[src/tone_digit_pkg.sv]
// constants for the tone/dial digit recoder
// assumes a 25 MHz system clock
`default_nettype none
package tone_digit_pkg;
	localparam int CLK_HZ = 25000000;
	// end-of-dial timeout, in milliseconds
	localparam int DIAL_TIMEOUT_MS = 200;
	localparam int DIAL_TIMEOUT_CYCLES = DIAL_TIMEOUT_MS * (CLK_HZ / 1000);
	// slowest dial gap, 8 pulses per second, in milliseconds
	localparam int SLOW_GAP_MS = 125;
	localparam int SLOW_GAP_CYCLES = SLOW_GAP_MS * (CLK_HZ / 1000);
	localparam int TIMER_W = 23;
	localparam int CODE_W = 4;
	localparam int LINES = 16;
	// reset values
	localparam logic [3:0] CODE_RESET = 4'h0;
	localparam logic [15:0] LINE_RESET = 16'h0001;
	// receiver codes of interest
	localparam logic [3:0] CODE_ZERO = 4'hA;
	localparam logic [3:0] CODE_STAR = 4'hB;
	localparam logic [3:0] CODE_B = 4'hE;
	localparam logic [3:0] CODE_C = 4'hF;
	localparam logic [3:0] CODE_D = 4'h0;
	// recoded values
	localparam logic [3:0] RECODE_ZERO = 4'h0;
	localparam logic [3:0] RECODE_STAR = 4'h1;
	localparam logic [3:0] RECODE_B = 4'h4;
	localparam logic [3:0] RECODE_C = 4'h5;
	localparam logic [3:0] RECODE_D = 4'h0;
	// 2-of-8 field positions in the binary code
	localparam int ROW_MSB = 3;
	localparam int ROW_LSB = 2;
	localparam int COL_MSB = 1;
	localparam int COL_LSB = 0;
	// column line of the 1633 Hz tone
	localparam int COL_HIGH_TONE = 3;
endpackage : tone_digit_pkg
`default_nettype wire

[src/tone_digit_code_recoder.sv]
// tone digit recoder, line decoders and rotary dial pulse counter
// assumes asynchronous receiver and loop detector pins, one system clock
`default_nettype none
module tone_digit_code_recoder
	import tone_digit_pkg::*;
#(
	parameter int TIMEOUT_CYCLES = DIAL_TIMEOUT_CYCLES,
	parameter int GAP_CYCLES = SLOW_GAP_CYCLES
)
(
	// clock and reset
	input wire logic clk,
	input wire logic rstn,
	// receiver code pins
	input wire logic code_weight_eight,
	input wire logic code_weight_four,
	input wire logic code_weight_two,
	input wire logic code_weight_one,
	input wire logic tone_code_valid,
	// loop detector pin, high is break
	input wire logic loop_detect,
	// configuration levels
	input wire logic gate_with_valid,
	input wire logic inhibit_high_tone,
	// latched digit
	output logic [3:0] digit_output_latch,
	output logic digit_strobe,
	// decoded forms
	output logic [3:0] recoded_digit,
	output logic [15:0] line_select,
	output logic [3:0] row_lines,
	output logic [3:0] col_lines,
	// dial state
	output logic [3:0] dial_pulse_counter,
	output logic timer_active_low_out
);

	////////////////////////////////////////////////////////////////////////
	// synchronisers

	logic [3:0] code_meta, code_sync;
	logic valid_meta, valid_sync, valid_prev;
	logic loop_meta, loop_sync, loop_prev;

	always_ff @(posedge clk or negedge rstn)
	begin
		if (!rstn)
		begin
			code_meta <= CODE_RESET;
			code_sync <= CODE_RESET;
			valid_meta <= 1'b0;
			valid_sync <= 1'b0;
			valid_prev <= 1'b0;
			loop_meta <= 1'b0;
			loop_sync <= 1'b0;
			loop_prev <= 1'b0;
		end
		else
		begin
			code_meta <= {code_weight_eight, code_weight_four,
				code_weight_two, code_weight_one};
			code_sync <= code_meta;
			valid_meta <= tone_code_valid;
			valid_sync <= valid_meta;
			valid_prev <= valid_sync;
			loop_meta <= loop_detect;
			loop_sync <= loop_meta;
			loop_prev <= loop_sync;
		end
	end

	logic tone_load, pulse_edge;

	// code is stable while valid is high, so sample on its rise
	assign tone_load = valid_sync & ~valid_prev;
	// start of a break is one dial pulse
	assign pulse_edge = loop_sync & ~loop_prev;

	////////////////////////////////////////////////////////////////////////
	// end of dial timer

	logic [TIMER_W-1:0] end_of_dial_timer;
	logic expiry;
	logic dial_load;

	always_ff @(posedge clk or negedge rstn)
	begin
		if (!rstn)
		begin
			end_of_dial_timer <= '0;
			timer_active_low_out <= 1'b1;
		end
		else if (pulse_edge)
		begin
			end_of_dial_timer <= TIMER_W'(TIMEOUT_CYCLES - 1);
			timer_active_low_out <= 1'b0;
		end
		else if (!timer_active_low_out)
		begin
			if (end_of_dial_timer == '0)
				timer_active_low_out <= 1'b1;
			else
				end_of_dial_timer <= end_of_dial_timer - 1'b1;
		end
	end

	assign expiry = !timer_active_low_out && end_of_dial_timer == '0
		&& !pulse_edge;
	// a held break means on-hook, keep the latch clock off
	assign dial_load = expiry & ~loop_sync;

	////////////////////////////////////////////////////////////////////////
	// dial pulse counter

	logic count_pending;

	always_ff @(posedge clk or negedge rstn)
	begin
		if (!rstn)
			count_pending <= 1'b0;
		else
			count_pending <= pulse_edge;
	end

	always_ff @(posedge clk or negedge rstn)
	begin
		if (!rstn)
			dial_pulse_counter <= CODE_RESET;
		else if (pulse_edge && timer_active_low_out)
			dial_pulse_counter <= CODE_RESET;
		else if (count_pending)
			dial_pulse_counter <= dial_pulse_counter + 1'b1;
	end

	////////////////////////////////////////////////////////////////////////
	// shared output latch

	logic [3:0] latch_in;

	// ten pulses give 1010, the same code the receiver uses for zero
	assign latch_in = (tone_load ? code_sync : CODE_RESET)
		| (dial_load ? dial_pulse_counter : CODE_RESET);

	always_ff @(posedge clk or negedge rstn)
	begin
		if (!rstn)
		begin
			digit_output_latch <= CODE_RESET;
			digit_strobe <= 1'b0;
		end
		else
		begin
			digit_strobe <= tone_load | dial_load;
			if (tone_load || dial_load)
				digit_output_latch <= latch_in;
		end
	end

	////////////////////////////////////////////////////////////////////////
	// decoders from the latched code

	function automatic logic [3:0] recode(input logic [3:0] code);
		logic [3:0] r;
		r = code;
		case (code)
			CODE_ZERO: r = RECODE_ZERO;
			CODE_STAR: r = RECODE_STAR;
			CODE_B: r = RECODE_B;
			CODE_C: r = RECODE_C;
			CODE_D: r = RECODE_D;
			default: r = code;
		endcase
		return r;
	endfunction : recode

	logic [3:0] next_row, next_col;

	always_comb
	begin
		next_row = 4'h1 << digit_output_latch[ROW_MSB:ROW_LSB];
		next_col = 4'h1 << digit_output_latch[COL_MSB:COL_LSB];
		if (inhibit_high_tone)
			next_col[COL_HIGH_TONE] = 1'b0;
		if (gate_with_valid && (!valid_sync || tone_load))
		begin
			next_row = 4'h0;
			next_col = 4'h0;
		end
	end

	always_ff @(posedge clk or negedge rstn)
	begin
		if (!rstn)
		begin
			recoded_digit <= CODE_RESET;
			line_select <= LINE_RESET;
			row_lines <= 4'h0;
			col_lines <= 4'h0;
		end
		else
		begin
			recoded_digit <= recode(digit_output_latch);
			line_select <= 16'h0001 << digit_output_latch;
			row_lines <= next_row;
			col_lines <= next_col;
		end
	end
endmodule : tone_digit_code_recoder
`default_nettype wire

[config.mk]
export PLATFORM = sky130hd
export DESIGN_NAME = tone_digit_code_recoder
export DESIGN_NICKNAME = d
export VERILOG_FILES = /design/src/tone_digit_pkg.sv /design/src/tone_digit_code_recoder.sv
export SDC_FILE = /design/constraint.sdc
export NUM_CORES = 1
export LEC_CHECK = 0
export BUFFER_PORTS_ARGS = -buffer_cell sky130_fd_sc_hd__buf_2
export CAP_MARGIN = 20
export CORE_ASPECT_RATIO = 1.75
export CORE_UTILIZATION = 40
export DETAILED_ROUTE_END_ITERATION = 8
export GPL_TIMING_DRIVEN = 0
export PLACE_DENSITY_LB_ADDON = 0.05
export SLEW_MARGIN = 20
export SYNTH_ARGS = -nofsm -noshare
export SYNTH_HDL_FRONTEND = slang
export SYNTH_SLANG_ARGS = --single-unit
[constraint.sdc]
create_clock -name clk -period 2.2 [get_ports clk]
set_clock_uncertainty 0.15 [all_clocks]
set_input_delay 0.22 -clock clk [delete_from_list [all_inputs] [get_ports clk]]
set_output_delay 0.22 -clock clk [all_outputs]
set_load 0.005 [all_outputs]
==> impl_metrics.py <==
metrics = {
    "grt": {
        "grt.overflow.total": 0,
        "grt_start_max_net_pins": 48,
        "grt_pass1_vias": 2256,
        "grt_pass1_wl_mm": 11.0,
        "track_usage": 0.187,
        "antenna_found_initial": 0,
    },
    "synth": {
        "synth.most_common_cell": "dfrtp_1",
        "yosysUniqueCellTypes": 52,
        "synth_top_area_cell": "dfrtp_1",
        "synth.yosys.seq_area_share": 0.621,
        "synthArstFlopShare": 1.00,
        "synth_edf_count": 0,
        "synth_area_leaders": "dfrtp_1 60%, nor2_1 4.2%, xnor2_1 2.6%, nand2_1 2.2%, a21oi_1 2.0%",
        "netlist_top_cells_count": "74 x dfrtp_1, 34 x nor2_1, 18 x nand2_1",
        "synthFlopType": "dfrtp_1",
        "yosysWarnings": 0,
        "netlist_area_mm2": 0.00306,
        "postSynthCellCount": 263,
        "synthesis.nets": 275,
        "synth_seq_cells": 76,
        "synth_top_area_frac": 0.604,
        "synth_area_per_cell_um2": 11.7,
    },
    "layout": {
        "fill_cells": 664,
        "ff_latch_area_mm2": 0.00191,
        "diodes": 0,
        "drive_above_1_share": 0.330,
        "multi_input_area_mm2": 0.00124,
        "area_growth_pct": 34.0,
        "nets": 355,
        "stdcell_count": 434,
    },
    "die": {
        "die_h_um": 118,
        "ios": 48,
        "rows": 41,
        "core_area_mm2": 0.00734,
        "start_util": 0.418,
        "die-area_mm2": 0.00803,
        "die_w_um": 68.2,
    },
    "critical_path": {
        "worstPathRequired_ns": 2.25,
        "r2r_setup_slack_ns": 0.02,
        "crit_arrival_ns": 2.22,
        "crit_path_max_fanout": 6,
        "r2r_start": "end_of_dial_timer[5]",
        "reg2regPathDepth": 5,
        "r2r-end": "end_of_dial_timer[21]",
        "cp-end-kind": "flip-flop",
        "startpoint_type": "flip-flop",
        "crit_type": "reg2reg",
    },
    "min_path": {
        "hold_depth": 0,
        "hp-class": "reg2reg",
        "hp-start": "code_meta[0]",
        "hold_end": "code_sync[0]",
    },
    "pwr": {
        "p_seq_frac": 0.463,
        "p_int_uw": 2680,
        "combPwrFrac": 0.122,
        "ir_worst_vdd_mv": 0.454,
        "p_leak_uw": 0.00184,
        "netSwitchingFraction": 0.250,
        "netSwitchingPower_uw": 892,
        "p_per_area_mw_per_mm2": 869,
        "pwr-share-clk": 0.415,
        "total_power_uw": 3570,
    },
    "run": {
        "max-cap-violations": 0,
    },
    "placement": {
        "port-buffer-count": 47,
        "gp_congestion": 0.751,
        "hpwlAfterDp_mm": 4.50,
        "dp_cells": 397,
    },
    "sta": {
        "post-route-min-period_ns": 2.18,
        "fin_crit_sh": 0.989,
        "worstMarginPinSlew_ns": 0.699,
        "relSlewSlack": 0.533,
        "finalMaxSlewViolations": 0,
        "fmax_ghz": 0.460,
        "hold_violations": 0,
        "setup_viol": 0,
        "rsz0062_at_grt": "yes",
    },
    "outcome": {
        "run_status": "finished clean",
    },
    "route": {
        "routed_wl_mm": 6.65,
        "drt_first_pass_iters": 4,
        "wl_per_cell_um": 15.3,
        "viasPerCell": 5.18,
        "vias": 2250,
        "ant_nets": 0,
        "post-route-drc-count": 0,
        "drtIter0Drc": 98,
    },
    "clock_network": {
        "clkSinkCount": 76,
        "clock_latency_ns": 0.33,
        "cts_tree": "yes",
        "htreeDepth": 3,
        "clock_path_buffers": 2,
        "clkTransAtPathRegs_ns": 0.06,
        "clock-root-buffer": "clkbuf_16",
        "cts_buffers": 9,
    },
}
## critical path, stage by stage (launching register included)
cell,delay [ns]
dfrtp_1,0.43
nor3_2,0.44
nand2_1,0.18
or4_4,0.48
o311ai_4,0.25
o41ai_2,0.12
## metrics by stage
stage	cell area [µm²]	worst slack, ns	setup TNS (ns)	util	hold WS (ns)
5_1_grt	4110	-0.0692	-0.447	0.560	0.203
3_3_place_gp	3410	-0.224	-1.65	0.464	0.178
2_1_floorplan	3060	0.0665	0	-	-0.226
3_5_place_dp	3440	-0.208	-1.50	0.469	0.0338
4_1_cts	3950	-0.0228	-0.0930	0.539	0.200
6_report	4110	0.0250	0	0.560	0.201
## metal layers
metal,vias to the layer above,track usage,part of all wire
li1,1091,-,-
met1,1103,0.207,0.39
met2,45,0.314,0.55
met3,11,0.0504,0.033
met4,0,0.0898,0.028
met5,-,0,0
## kinds of logic (layout without fill, tap and decap cells)
kind of cell,Yosys count,after routing,synth area share
flip-flops,76,76,0.621
AO/OA/AOI/OAI,47,47,0.117
buffers and inverters,21,106,0.0282
multiplexers,1,1,0.00327
XOR/XNOR,11,11,0.0314
adder cells (fa/ha/maj),2,2,0.00817
AND/OR/NAND/NOR,105,105,0.191
## worst max path at each step
stage	startpoint	endpoint	slack, ns	cells past startpoint
2_1_floorplan	end_of_dial_timer[0]	end_of_dial_timer[5]	0.07	9
3_3_place_gp	end_of_dial_timer[0]	end_of_dial_timer[12]	-0.22	7
3_5_place_dp	end_of_dial_timer[0]	end_of_dial_timer[12]	-0.21	7
4_1_cts	loop_prev	end_of_dial_timer[19]	-0.02	7
5_1_grt	end_of_dial_timer[1]	end_of_dial_timer[17]	-0.07	6
6_report	end_of_dial_timer[5]	end_of_dial_timer[21]	0.02	5
## final cells by class
cell class              instances  share of cell area
plain buffers                  13              0.0152
clock buffers                  12              0.0625
clock inverters                 4              0.0116
inverters                       7             0.00640
multi-input cells             166               0.302
flip-flops and latches         76               0.464
well taps                      86              0.0262
repair buffers                 70               0.112
## registers in the layout, summed over array words and instances (netlist names), 4 cells and up
name / count
end_of_dial_timer: 23
line_select: 16
code_meta: 4
code_sync: 4
col_lines: 4
dial_pulse_counter: 4
digit_output_latch: 4
recoded_digit: 4
row_lines: 4
## power by group through the flow
stage / combinational [µW] / sequential (µW) / clock (µW)
6_report: 435 / 1650 / 1480
5_1_grt: 502 / 1670 / 1580
4_1_cts: 435 / 1640 / 1510
3_5_place_dp: 391 / 1670 / 0
3_3_place_gp: 378 / 1660 / 0
2_1_floorplan: 201 / 1650 / 0
## placed cells by master, fill, tap and decap left out, types with 3 or more instances in the layout
cell type | netlist | routed
dfrtp_1 | 74 | 73
buf_2 | 3 | 47
nor2_1 | 34 | 33
nand2_1 | 18 | 18
buf_4 | 1 | 13
a21oi_1 | 12 | 12
nor3_1 | 12 | 11
clkbuf_1 | 9 | 9
nand2b_1 | 9 | 9
xnor2_1 | 9 | 9
clkbuf_16 | 0 | 9
dlygate4sd3_1 | 0 | 8
inv_1 | 6 | 6
a21o_1 | 5 | 5
a31o_2 | 5 | 5
nor2b_1 | 4 | 4
or3_1 | 3 | 3
nor4_4 | 2 | 3
buf_6 | 0 | 3
nor3_4 | 0 | 3
a22o_1 | 3 | 3
## what timing repair did
action,in CTS,in global routing
setup endpoints to repair,15,16
hold buffers,8,0
resized for setup,15,20
pin swaps,4,17
endpoints found under the hold margin,35,0
buffers inserted,7,7
gates cloned,0,0
Note: power is estimated with default switching activity, not from simulation.
